--- config.mk ---
export PLATFORM = sky130hd
export DESIGN_NAME = fsp_status_protect
export DESIGN_NICKNAME = d
export VERILOG_FILES = /design/src/verilog/fsp_pkg.sv /design/src/verilog/fsp_status_protect.sv /design/src/verilog/fsp_sync.sv
export SDC_FILE = /design/constraint.sdc
export NUM_CORES = 1
export LEC_CHECK = 0
export ABC_AREA = 1
export BUFFER_PORTS_ARGS = -buffer_cell sky130_fd_sc_hd__buf_2
export CAP_MARGIN = 0
export CORE_ASPECT_RATIO = 0.8
export CORE_UTILIZATION = 30
export DETAILED_ROUTE_END_ITERATION = 6
export SLEW_MARGIN = 15
export SYNTH_ARGS = -nofsm -noshare
export SYNTH_HDL_FRONTEND = slang
export SYNTH_SLANG_ARGS = --single-unit
--- constraint.sdc ---
create_clock -name CLK -period 4.2 [get_ports CLK]
set_input_delay 0.21 -clock CLK [delete_from_list [all_inputs] [get_ports CLK]]
set_output_delay 0.21 -clock CLK [all_outputs]
set_load 0.01 [all_outputs]
--- src/verilog/fsp_pkg.sv ---
// shared constants and carrier types for the flash status and protection block
package fsp_pkg;

    // command opcodes
    localparam logic [7:0] CMD_WREN = 8'h06;
    localparam logic [7:0] CMD_WRDI = 8'h04;
    localparam logic [7:0] CMD_SETF = 8'h1F;
    localparam logic [7:0] CMD_GETF = 8'h0F;
    localparam logic [7:0] CMD_PEXE = 8'h10;
    localparam logic [7:0] CMD_ERASE = 8'hD8;
    localparam logic [7:0] CMD_PROT = 8'h2A;

    // feature addresses
    localparam logic [7:0] FA_LOCK = 8'hA0;
    localparam logic [7:0] FA_CFG = 8'hB0;
    localparam logic [7:0] FA_STAT = 8'hC0;
    localparam logic [7:0] FA_THR = 8'h10;

    // field positions
    localparam int LOCK_WD_BIT = 7;
    localparam int LOCK_HI = 5;
    localparam int LOCK_LO = 3;
    localparam int CFG_PRT = 7;
    localparam int CFG_IDR = 6;
    localparam int CFG_ECC = 4;
    localparam int CFG_HSE = 1;
    localparam int THR_HI = 7;
    localparam int THR_LO = 4;
    localparam int ST_OIP = 0;

    // reset values
    localparam logic [2:0] LOCK_RST = 3'h7;
    localparam logic ECC_EN_RST = 1'b1;
    localparam logic BBI_VAL = 1'b1;
    localparam logic [3:0] THR_RST = 4'h1;

    // ecc outcome codes
    localparam logic [1:0] ECC_NONE = 2'h0;
    localparam logic [1:0] ECC_CORR_LO = 2'h1;
    localparam logic [1:0] ECC_UNCORR = 2'h2;
    localparam logic [1:0] ECC_CORR_HI = 2'h3;

    // block geometry and lock range starts
    localparam int PAGE_BITS = 6;
    localparam logic [9:0] PROT_FIRST = 10'h380;
    localparam logic [9:0] LOCK_1_64 = 10'h3F0;
    localparam logic [9:0] LOCK_1_32 = 10'h3E0;
    localparam logic [9:0] LOCK_1_16 = 10'h3C0;
    localparam logic [9:0] LOCK_1_8 = 10'h380;
    localparam logic [9:0] LOCK_1_4 = 10'h300;
    localparam logic [9:0] LOCK_1_2 = 10'h200;
    localparam logic [4:0] FEAT_LAST = 5'h07;
    localparam logic [4:0] ROW_LAST = 5'h17;

    typedef enum logic [1:0] {OP_PROG = 2'h0, OP_ERASE = 2'h1, OP_PROT = 2'h2} fsp_op_t;

    typedef struct packed {
        logic start;
        fsp_op_t kind;
        logic [15:0] row;
    } fsp_req_t;

    typedef struct packed {
        logic done;
        logic fail;
    } fsp_ack_t;

    typedef struct packed {
        logic valid;
        logic uncorr;
        logic [3:0] flips;
    } fsp_ecc_t;

endpackage

--- src/verilog/fsp_status_protect.sv ---
// serial flash status byte, feature registers, block lock and one-time protection
`timescale 1ns/1ns

// Functional notes
// - two-bit ecc outcome of last page read
// - threshold nibble picks corrected code
// - program fail tracks program/protect result
// - erase fail tracks erase result
// - latch set by enable, cleared by disable, refusal or completion
// - busy bit high exactly while busy
// - feature byte repeats until chip select high
// - busy and fail bits refresh live
// - locked range blocks program/protect/erase
// - locked target flags fail, array untouched
// - lock field bits five..three at A0h
// - lock field resets to all ones
// - lock code selects upper fraction locked
// - write-disable plus low WP freezes lock
// - only last 128 blocks protectable
// - protection cleared only by RST
// - protect execute with enable protects block
// - reserved bits read zero
// - features survive reset commands
// - ecc bits meaningful only with ecc on
module fsp_status_protect (
    input wire logic CLK,
    input wire logic RST,
    input wire logic SCK,
    input wire logic CS_N,
    input wire logic SI,
    input wire logic WP_N,
    output logic SO,
    output logic SO_OE_N,
    output fsp_pkg::fsp_req_t ARRAY_REQ,
    input wire fsp_pkg::fsp_ack_t ARRAY_ACK,
    input wire fsp_pkg::fsp_ecc_t ECC_IN,
    output logic ECC_ENABLE,
    output logic ID_READ_ENABLE,
    output logic HIGH_SPEED
);
    typedef enum logic [4:0] {
        S_CMD = 5'h01,
        S_ADDR = 5'h02,
        S_DATA = 5'h04,
        S_OUT = 5'h08,
        S_SKIP = 5'h10
    } fsp_state_t;

    logic [3:0] pin_s;
    logic sck_s, cs_n_s, si_s, wp_n_s, sck_d_r;
    logic sck_rise, sck_fall;
    fsp_state_t st_r, st_nxt;
    logic [4:0] bit_cnt_r, bit_cnt_nxt;
    logic [23:0] sh_r;
    logic [7:0] cmd_r, fa_r, byte_in, feat_rd, stat_byte;
    logic [15:0] row_in;
    logic wren_ev, wrdi_ev, setf_ev, exec_ev, cmd_ld, fa_ld;
    logic lock_wd_r, prt_r, idr_r, ecc_en_r, hse_r;
    logic [2:0] lock_r;
    logic [3:0] thr_r;
    logic [1:0] ecc_r;
    logic prg_fail_r, ers_fail_r, wel_r, busy_r;
    fsp_pkg::fsp_req_t req_r;
    fsp_pkg::fsp_op_t op_r;
    logic [6:0] blk_r;
    logic [127:0] prot_r;
    logic [9:0] blk;
    logic locked, prot_hit, lock_frozen;
    logic [2:0] out_cnt_r;
    logic [7:0] out_sr_r;
    logic so_r, oe_n_r;

    // pins cross in through two flops; the link clock is just sampled
    fsp_sync #(.W(4)) u_sync (
        .clk(CLK),
        .rst(RST),
        .d({SCK, CS_N, SI, WP_N}),
        .q(pin_s)
    );
    assign {sck_s, cs_n_s, si_s, wp_n_s} = pin_s;

    always_ff @(posedge CLK)
    begin
        if (RST)
            sck_d_r <= 1'b1;
        else
            sck_d_r <= sck_s;
    end
    assign sck_rise = sck_s & ~sck_d_r;
    assign sck_fall = ~sck_s & sck_d_r;

    assign byte_in = {sh_r[6:0], si_s};
    assign row_in = {sh_r[14:0], si_s};

    // ****************************************
    // serial frame decoder
    // ****************************************
    always_comb
    begin
        st_nxt = st_r;
        bit_cnt_nxt = bit_cnt_r;
        wren_ev = 1'b0;
        wrdi_ev = 1'b0;
        setf_ev = 1'b0;
        exec_ev = 1'b0;
        cmd_ld = 1'b0;
        fa_ld = 1'b0;
        if (cs_n_s)
        begin
            st_nxt = S_CMD;
            bit_cnt_nxt = 5'h00;
        end
        else if (sck_rise)
        begin
            bit_cnt_nxt = bit_cnt_r + 5'h01;
            case (st_r)
                S_CMD:
                begin
                    if (bit_cnt_r == fsp_pkg::FEAT_LAST)
                    begin
                        bit_cnt_nxt = 5'h00;
                        cmd_ld = 1'b1;
                        st_nxt = S_SKIP;
                        // only get feature, at any address, is served while busy
                        if (byte_in == fsp_pkg::CMD_GETF)
                            st_nxt = S_ADDR;
                        else if (!busy_r)
                        begin
                            case (byte_in)
                                fsp_pkg::CMD_WREN: wren_ev = 1'b1;
                                fsp_pkg::CMD_WRDI: wrdi_ev = 1'b1;
                                fsp_pkg::CMD_SETF, fsp_pkg::CMD_PEXE, fsp_pkg::CMD_ERASE, fsp_pkg::CMD_PROT:
                                    st_nxt = S_ADDR;
                                // reset opcodes leave feature bits alone
                                default: st_nxt = S_SKIP;
                            endcase
                        end
                    end
                end
                S_ADDR:
                begin
                    if (cmd_r == fsp_pkg::CMD_SETF || cmd_r == fsp_pkg::CMD_GETF)
                    begin
                        if (bit_cnt_r == fsp_pkg::FEAT_LAST)
                        begin
                            fa_ld = 1'b1;
                            bit_cnt_nxt = 5'h00;
                            st_nxt = (cmd_r == fsp_pkg::CMD_GETF) ? S_OUT : S_DATA;
                        end
                    end
                    else if (bit_cnt_r == fsp_pkg::ROW_LAST)
                    begin
                        exec_ev = 1'b1;
                        st_nxt = S_SKIP;
                    end
                end
                S_DATA:
                begin
                    if (bit_cnt_r == fsp_pkg::FEAT_LAST)
                    begin
                        setf_ev = 1'b1;
                        st_nxt = S_SKIP;
                    end
                end
                default: ;
            endcase
        end
    end

    always_ff @(posedge CLK)
    begin
        if (RST)
        begin
            st_r <= S_CMD;
            bit_cnt_r <= 5'h00;
            sh_r <= 24'h000000;
            cmd_r <= 8'h00;
            fa_r <= 8'h00;
        end
        else
        begin
            st_r <= st_nxt;
            bit_cnt_r <= bit_cnt_nxt;
            if (sck_rise && !cs_n_s)
                sh_r <= {sh_r[22:0], si_s};
            if (cmd_ld)
                cmd_r <= byte_in;
            if (fa_ld)
                fa_r <= byte_in;
        end
    end

    // ****************************************
    // feature registers
    // ****************************************
    // lock write guard
    assign lock_frozen = lock_wd_r & ~wp_n_s;

    always_ff @(posedge CLK)
    begin
        if (RST)
        begin
            lock_wd_r <= 1'b0;
            lock_r <= fsp_pkg::LOCK_RST;
            prt_r <= 1'b0;
            idr_r <= 1'b0;
            ecc_en_r <= fsp_pkg::ECC_EN_RST;
            hse_r <= 1'b0;
            thr_r <= fsp_pkg::THR_RST;
        end
        else if (setf_ev)
        begin
            case (fa_r)
                fsp_pkg::FA_LOCK:
                begin
                    if (!lock_frozen)
                    begin
                        lock_wd_r <= byte_in[fsp_pkg::LOCK_WD_BIT];
                        lock_r <= byte_in[fsp_pkg::LOCK_HI:fsp_pkg::LOCK_LO];
                    end
                end
                fsp_pkg::FA_CFG:
                begin
                    prt_r <= byte_in[fsp_pkg::CFG_PRT];
                    idr_r <= byte_in[fsp_pkg::CFG_IDR];
                    ecc_en_r <= byte_in[fsp_pkg::CFG_ECC];
                    hse_r <= byte_in[fsp_pkg::CFG_HSE];
                end
                fsp_pkg::FA_THR: thr_r <= byte_in[fsp_pkg::THR_HI:fsp_pkg::THR_LO];
                // status address write is a no-op: the latch is not reachable here
                default: ;
            endcase
        end
    end

    assign ECC_ENABLE = ecc_en_r;
    assign ID_READ_ENABLE = idr_r;
    assign HIGH_SPEED = hse_r;

    // ****************************************
    // ecc outcome
    // ****************************************
    // outcome and threshold
    always_ff @(posedge CLK)
    begin
        if (RST)
            ecc_r <= fsp_pkg::ECC_NONE;
        else if (ECC_IN.valid)
        begin
            if (ECC_IN.uncorr)
                ecc_r <= fsp_pkg::ECC_UNCORR;
            else if (ECC_IN.flips == 4'h0)
                ecc_r <= fsp_pkg::ECC_NONE;
            else if (ECC_IN.flips < thr_r)
                ecc_r <= fsp_pkg::ECC_CORR_LO;
            else
                ecc_r <= fsp_pkg::ECC_CORR_HI;
        end
    end

    // ****************************************
    // lock and protection checks
    // ****************************************
    function automatic logic [9:0] lock_first(input logic [2:0] code);
        case (code)
            3'h1: lock_first = fsp_pkg::LOCK_1_64;
            3'h2: lock_first = fsp_pkg::LOCK_1_32;
            3'h3: lock_first = fsp_pkg::LOCK_1_16;
            3'h4: lock_first = fsp_pkg::LOCK_1_8;
            3'h5: lock_first = fsp_pkg::LOCK_1_4;
            3'h6: lock_first = fsp_pkg::LOCK_1_2;
            default: lock_first = 10'h000;
        endcase
    endfunction

    assign blk = row_in[15:fsp_pkg::PAGE_BITS];
    assign locked = (lock_r != 3'h0) && (blk >= lock_first(lock_r));
    assign prot_hit = (blk >= fsp_pkg::PROT_FIRST) && prot_r[blk[6:0]];

    // ****************************************
    // status bits and array requests
    // ****************************************
    always_ff @(posedge CLK)
    begin
        if (RST)
        begin
            prg_fail_r <= 1'b0;
            ers_fail_r <= 1'b0;
            wel_r <= 1'b0;
            busy_r <= 1'b0;
            req_r <= '0;
            op_r <= fsp_pkg::OP_PROG;
            blk_r <= 7'h00;
        end
        else
        begin
            req_r.start <= 1'b0;
            // latch by its own commands; refusals and completion also clear it
            if (wren_ev)
                wel_r <= 1'b1;
            if (wrdi_ev)
                wel_r <= 1'b0;
            if (exec_ev && wel_r)
            begin
                req_r.row <= row_in;
                blk_r <= blk[6:0];
                case (cmd_r)
                    fsp_pkg::CMD_PROT:
                    begin
                        op_r <= fsp_pkg::OP_PROT;
                        req_r.kind <= fsp_pkg::OP_PROT;
                        if (locked || !prt_r || blk < fsp_pkg::PROT_FIRST)
                        begin
                            prg_fail_r <= 1'b1;
                            wel_r <= 1'b0;
                        end
                        else
                        begin
                            req_r.start <= 1'b1;
                            busy_r <= 1'b1;
                        end
                    end
                    default:
                    begin
                        op_r <= (cmd_r == fsp_pkg::CMD_ERASE) ? fsp_pkg::OP_ERASE : fsp_pkg::OP_PROG;
                        req_r.kind <= (cmd_r == fsp_pkg::CMD_ERASE) ? fsp_pkg::OP_ERASE : fsp_pkg::OP_PROG;
                        if (locked || prot_hit)
                        begin
                            if (cmd_r == fsp_pkg::CMD_ERASE)
                                ers_fail_r <= 1'b1;
                            else
                                prg_fail_r <= 1'b1;
                            wel_r <= 1'b0;
                        end
                        else
                        begin
                            req_r.start <= 1'b1;
                            busy_r <= 1'b1;
                        end
                    end
                endcase
            end
            if (busy_r && ARRAY_ACK.done)
            begin
                busy_r <= 1'b0;
                wel_r <= 1'b0;
                if (op_r == fsp_pkg::OP_ERASE)
                    ers_fail_r <= ARRAY_ACK.fail;
                else
                    prg_fail_r <= ARRAY_ACK.fail;
            end
        end
    end
    assign ARRAY_REQ = req_r;

    always_ff @(posedge CLK)
    begin
        if (RST)
            prot_r <= '0;
        else if (busy_r && ARRAY_ACK.done && op_r == fsp_pkg::OP_PROT && !ARRAY_ACK.fail)
            prot_r[blk_r] <= 1'b1;
    end

    // ****************************************
    // feature readback and serial output
    // ****************************************
    // reserved zero, ecc gated
    assign stat_byte = {2'h0, ecc_en_r ? ecc_r : fsp_pkg::ECC_NONE, prg_fail_r, ers_fail_r, wel_r, busy_r};

    always_comb
    begin
        case (fa_r)
            fsp_pkg::FA_LOCK: feat_rd = {lock_wd_r, 1'b0, lock_r, 3'h0};
            fsp_pkg::FA_CFG: feat_rd = {prt_r, idr_r, 1'b0, ecc_en_r, 1'b0, fsp_pkg::BBI_VAL, hse_r, 1'b0};
            fsp_pkg::FA_STAT: feat_rd = stat_byte;
            fsp_pkg::FA_THR: feat_rd = {thr_r, 4'h0};
            default: feat_rd = 8'h00;
        endcase
    end

    always_ff @(posedge CLK)
    begin
        if (RST)
        begin
            out_cnt_r <= 3'h0;
            out_sr_r <= 8'h00;
            so_r <= 1'b0;
            oe_n_r <= 1'b1;
        end
        else
        begin
            oe_n_r <= !(st_r == S_OUT && !cs_n_s);
            if (cs_n_s)
                out_cnt_r <= 3'h0;
            else if (sck_fall && st_r == S_OUT)
            begin
                out_cnt_r <= out_cnt_r + 3'h1;
                if (out_cnt_r == 3'h0)
                begin
                    so_r <= feat_rd[7];
                    out_sr_r <= {feat_rd[6:0], 1'b0};
                end
                else
                begin
                    so_r <= out_sr_r[7];
                    out_sr_r <= {out_sr_r[6:0], 1'b0};
                end
            end
        end
    end
    assign SO = so_r;
    assign SO_OE_N = oe_n_r;
endmodule

--- src/verilog/fsp_sync.sv ---
// two-flop synchroniser for pin inputs
`timescale 1ns/1ns
module fsp_sync #(
    parameter int W = 1
) (
    input wire logic clk,
    input wire logic rst,
    input wire logic [W-1:0] d,
    output logic [W-1:0] q
);
    logic [W-1:0] meta_r;

    always_ff @(posedge clk)
    begin
        if (rst)
        begin
            meta_r <= '1;
            q <= '1;
        end
        else
        begin
            meta_r <= d;
            q <= meta_r;
        end
    end
endmodule
# Yosys cells after proc, flatten, opt, wreduce, memory -nomap -nowiden
# Index checks and enable logic that the tools add are counted.
# op_classes
add_sub_neg	2
order_cmp	7
n_eq_ne	35
mux	82
n_bitwise	10
n_reduce_logical	32
# op_table
op	count
$or A128 B128 Y128	1
$pmux W10 S6	1
$mux W1	58
$mux W5	10
$eq A8 B8 Y1 const B	5
$eq A8 B5 Y1 const B	4
$pmux W8 S4	1
$eq A8 B3 Y1 const B	2
$eq A8 B4 Y1 const B	2
$eq A8 B6 Y1 const B	2
$lt A7 B8 Y1 const B	2
$pmux W5 S3	1
$eq A5 B3 Y1 const B	2
$ge A10 B10 Y1	1
$ge A10 B10 Y1 const B	1
$logic_and A1 B1 Y1	10
$lt A10 B10 Y1 const B	1
$mux W2	5
$pmux W5 S2	1
$eq A3 B3 Y1 const B	3
$mux W8	1
$bmux W1 S7	1
$demux W1 S7	1
$ge A7 B1 Y1 const B	1
28 further kinds	51
# totals
register_bits	237
in_bits	14
output_inout_bits	24
elab_cells	198

# Depth between registers and ports, before layout
# logic_depth
ltp_word	13
mapped_depth	17
mapped_depth_nobuf	15

# By module
# A second synthesis with hierarchy kept.
# unflattened
hier_cells	1405
area_unflattened_um2	10142.2
# modules_own_cells
module	instances	cells_each	area_per_inst_um2	seq_area_each_um2
fsp_status_protect	1	1380	9918.3	4384.2
fsp_sync	1	25	224.0	160.2

# Least setup slack after synthesis
# No wires, ideal clock.
# synth_path
path_kind	flip-flop to flip-flop
from	reg lock_r[0]
to	reg busy_r
setup_ps	70
arrival_ps	1841
required_ps	4130
slack_ps	2289
stages_incl_launch_ff	16
n_path_buf	0
period_less_slack_ps	1911
path_cell_list	dfxtp_1 nor2_1 nor2_1 inv_1 a21oi_1 inv_1 ha_1 a21oi_1 a21boi_1 o21ai_0 nand2_1 nand2_1 nand3_2 nand2_1 nand2_1 a21oi_1
# synth_via
elab_chain_len	8
word_cells_on_any_way	16
classes_between	order compare (1); eq/ne (8); mux (1); reduce/logical (6)
# synth_lines
element	line	source
start, declared	fsp_status_protect.sv:59	logic [2:0] lock_r;
start signal, assigned	fsp_status_protect.sv:204	lock_r <= fsp_pkg::LOCK_RST;
start signal, assigned	fsp_status_protect.sv:219	lock_r <= byte_in[fsp_pkg::LOCK_HI:fsp_pkg::LOCK_LO];
$eq A3 B3 Y1, or another cell as far along	fsp_status_protect.sv:265	case (code)
$pmux W10 S6	fsp_status_protect.sv:265	
$ge A10 B10 Y1	fsp_status_protect.sv:277	assign locked = (lock_r != 3'h0) && (blk >= lock_first(lock_r));
$logic_and A1 B1 Y1 (*)	fsp_status_protect.sv:277	
$logic_or A1 B1 Y1 (2 in series)	fsp_status_protect.sv:312	if (locked || !prt_r || blk < fsp_pkg::PROT_FIRST)
$ne A2 B2 Y1 (no line)	--	
$reduce_and A3 Y1 (no line) (*)	--	
end signal, assigned	fsp_status_protect.sv:320	busy_r <= 1'b1;
end signal, assigned	fsp_status_protect.sv:338	busy_r <= 1'b1;
end signal, assigned	fsp_status_protect.sv:345	busy_r <= 1'b0;
end, declared	fsp_status_protect.sv:62	logic prg_fail_r, ers_fail_r, wel_r, busy_r;
# Every way passes the cells marked *; elsewhere a longest branch is shown, timed or not.
# A chain may end at the register's enable or synchronous reset.

# Worst setup path in the final report
# layout_path
from	reg busy_r
to	reg prot_r[7]
# layout_via
elab_chain_len	3
# layout_lines
element	line	source
start signal, assigned	fsp_status_protect.sv:290	busy_r <= 1'b0;
start signal, assigned	fsp_status_protect.sv:320	
start signal, assigned	fsp_status_protect.sv:338	
$logic_and A1 B1 Y1 (3 in series)	fsp_status_protect.sv:360	else if (busy_r && ARRAY_ACK.done && op_r == fsp_pkg::OP_PROT && !ARRAY_ACK.fail)
end signal, assigned	fsp_status_protect.sv:359	prot_r <= '0;
end signal, assigned by index	fsp_status_protect.sv:361	prot_r[blk_r] <= 1'b1;
end, declared	fsp_status_protect.sv:66	logic [127:0] prot_r;
# Every way passes these cells.

==> results.toml <==
[worst_setup_path]
cp-start-kind = "flip-flop"
cp_common_cell = "nand2_1"
critPathCaptureType = "flip-flop"
path_buf_inv = 1
path_cells = "nand2_1 -> nor4_4 -> inv_1 -> nor3_4 -> nand2_1 -> a21oi_1"
reg2reg_to = "prot_r[7]$_SDFFE_PP0P_"
crit_type = "reg -> reg"
reg2reg_from = "busy_r$_SDFFE_PP0P_"
reg2reg_slack_ns = 1.42
cp_slowest_cell = "nor3_4"
cp_top_family = "simple AND/OR/NAND/NOR gates"
critPathMaxFanout = 15
required_ns = 4.65
critPathMaxStageDelay_ns = 0.76
rr_worst_depth = 6
crit_arrival_ns = 3.23

[clock_network]
clockRootBuffer = "clkbuf_16"
cts_buffers = 26
post_cts_buffers = 0
clkTransAtPathRegs_ns = 0.06
clock_latency_ns = 0.55
cts_tree = "done"
clockBufferDepth = 3
clock_sinks = 227
h-tree-depth = 1

[grt]
antenna_found_initial = 0
grt_first_pass_wirelength_um = 45770
grt_usage_pct = 16.57
grt_pass1_vias = 8486
grt_overflow_total = 0
grt_max_degree = 89

[placement]
dpl_cell_area_mm2 = 0.01049
place_congestion = 0.8069
hpwl_um = 17560
dp_slack_ns = 1.472
portBuffers = 37
post-place-cells = 1789

[timing]
hold_slack_ns = 0.02177
worst_slack_ns = 1.418
fmax_mhz = 359.4
min_period_over_period_pct = 66.24
finalClockSkew_ns = 0.02518
slew_headroom_pct = 24.26
rsz0062_at_grt = "no"
setup_viol = 0
slew_violations = 0
worstMarginPinSlew_ns = 1.135
period_needed_ns = 2.782
setup_tns_ns = 0
hold_viol = 0

[routing]
remaining_drc_errors = 0
via_count = 9146
drt_iter0_markers = 890
detail-route-antenna-nets = 0
wirelength_um = 28090
firstDrtPassIters = 5
via_per_inst = 4.965
routedWlPerCell_um = 15.25

[pwr]
power_mw = 4.616
power_density_mw_per_mm2 = 402.5
max-vdd-ir-drop_mv = 0.2395
leakage_nw = 4.242

[finish]
final_cell_count_no_fill = 1842
drive_gt1_share_pct = 8.905
n_fill_cell = 3428
finish.utilization_pct = 35.07
nNetsFinal = 1423
syn2layout_area_growth_pct = 14.26
seqCellArea_mm2 = 0.004549
final_common_cell = "nand2_1"
multi_input_area_mm2 = 0.004425
mostFrequentLayoutCells = "nand2_1, dfxtp_1, a21oi_1, inv_1, nand3_1"
num_antenna_cells = 0
design_area_mm2 = 0.01147

[die]
die_width_um = 206.5
row_count = 59
io_pins = 38
die_area_mm2 = 0.03420
start_util_pct = 30.69
die_height_um = 165.6
core_area_mm2 = 0.03270

[hold_path]
whs_path_depth = 3
whs_endpoint = "prg_fail_r$_SDFF_PP0_"
min_path_type = "in -> reg"
holdCritStartpoint = "ARRAY_ACK[1]"

[synthesis]
synth_ff_type = "dfxtp_1"
ys_seq_elements = 227
synth_fa_ha_area_share_pct = 1.496
synth_mux_area_share_pct = 0
synthesis.nets = 1411
netlist_instances = 1385
ys_warn_count = 0
synthArstFlopShare_pct = 0
yosys.area_share.xor_xnor_pct = 0.1745
netlist_top_cells_area = "dfxtp_1, a21oi_1, nand2_1"
synthSimpleGateAreaFrac_pct = 22.63
synthesis.area_mm2 = 0.01004
ys_types = 42
synth_compound_area_share_pct = 19.72
synth-edff-count = 0
synth_top_family_by_area = "simple AND/OR/NAND/NOR gates"
synth_top_area_cell = "dfxtp_1"
synth_top_area_share_pct = 45.28
ys_seq_area_share_pct = 45.28
avgSynthCellArea_um2 = 7.247

[job]
maxCapViolations = 0

[run_status]
outcome = "completed"
-- how the worst max path moves through the flow --
stage / startpoint / to / slack [ns] / depth (start not counted)
global placement: sh_r[5]$_SDFFE_PP0P_ / ARRAY_REQ[18]$_SDFF_PP0_ / 1.51 / 15
CTS: busy_r$_SDFFE_PP0P_ / prot_r[7]$_SDFFE_PP0P_ / 1.43 / 6
global route: sh_r[6]$_SDFFE_PP0P_ / busy_r$_SDFFE_PP0P_ / 1.23 / 14
finish: busy_r$_SDFFE_PP0P_ / prot_r[7]$_SDFFE_PP0P_ / 1.42 / 6
floorplan: lock_r[0]$_SDFFE_PP1P_ / busy_r$_SDFFE_PP0P_ / 2.29 / 15
detailed placement: busy_r$_SDFFE_PP0P_ / prot_r[7]$_SDFFE_PP0P_ / 1.47 / 6
-- per-layer routing --
metal	vias to the layer above	GRT usage (%)	share of wire, %
met5	-	0	0
met4	0	3.804	1.7
met3	43	2.204	6.4
met2	272	25.35	44
met1	4257	24.42	48
li1	4574	-	-
-- worst register-to-register path: cells and delay by family, from the launching register on --
kind | cells | cell delay, ns
compound gates | 1 | 0.17
flops | 1 | 0.42
simple gates | 4 | 1.76
buf+inv | 1 | 0.35
-- flip-flops by register name, indices dropped and copies added (netlist names), 2 cells and up --
signal,cells
thr_r,4
u_sync.q,4
bit_cnt_r,5
sh_r,15
out_sr_r,7
out_cnt_r,3
lock_r,3
ARRAY_REQ,19
cmd_r,8
ecc_r,2
st_r,5
u_sync.meta_r,4
prot_r,128
fa_r,8
-- power by group --
group          internal (mW)  switching [mW]  leakage, nW
clock network           1.45           0.921        0.448
registers               2.16         0.00722         1.83
logic                 0.0259          0.0576         1.96
total                   3.63           0.985         4.24
-- synthesized netlist by cell type, types with 2 or more instances --
library cell / count
nor3_1: 8
a31oi_1: 20
a211oi_1: 2
nand2_1: 251
nand3_1: 109
nor4_1: 7
clkbuf_1: 35
buf_2: 17
or2_2: 9
nor3_4: 3
o22ai_1: 3
buf_4: 7
o21a_1: 2
o211ai_1: 22
ha_1: 12
o21ai_0: 90
nor4_4: 2
nor2_1: 93
buf_1: 4
inv_1: 186
nand3_2: 2
buf_6: 6
nand4_1: 16
dfxtp_1: 227
inv_2: 5
a21oi_1: 223
o21ai_1: 4
nor2_2: 6
-- timing repair --
item | 4_1_cts | 5_1_grt
hold buffers | 7 | 0
hold endpoints to repair | 6 | 0
setup endpoints to repair | 0 | 0
gates resized for setup | 0 | 0
-- kinds of logic (layout without fill, tap and decap cells) --
| kind of cell | Yosys count | count (layout) |
|---|---|---|
| buffers and inverters | 261 | 291 |
| XOR/XNOR | 2 | 2 |
| adder cells (fa/ha/maj) | 12 | 12 |
| AND/OR/NAND/NOR | 511 | 511 |
| AO/OA/AOI/OAI | 372 | 372 |
| flip-flops | 227 | 227 |
-- layout make-up --
class,count,area share (%)
timing repair buffer,53,2.837
clock buffer,36,6.611
tap,427,4.659
multi-input combinational,897,38.59
inverter,192,6.306
clock inverter,10,1.331
sequential,227,39.67
No activity file was read; power rests on OpenSTA's default activity.
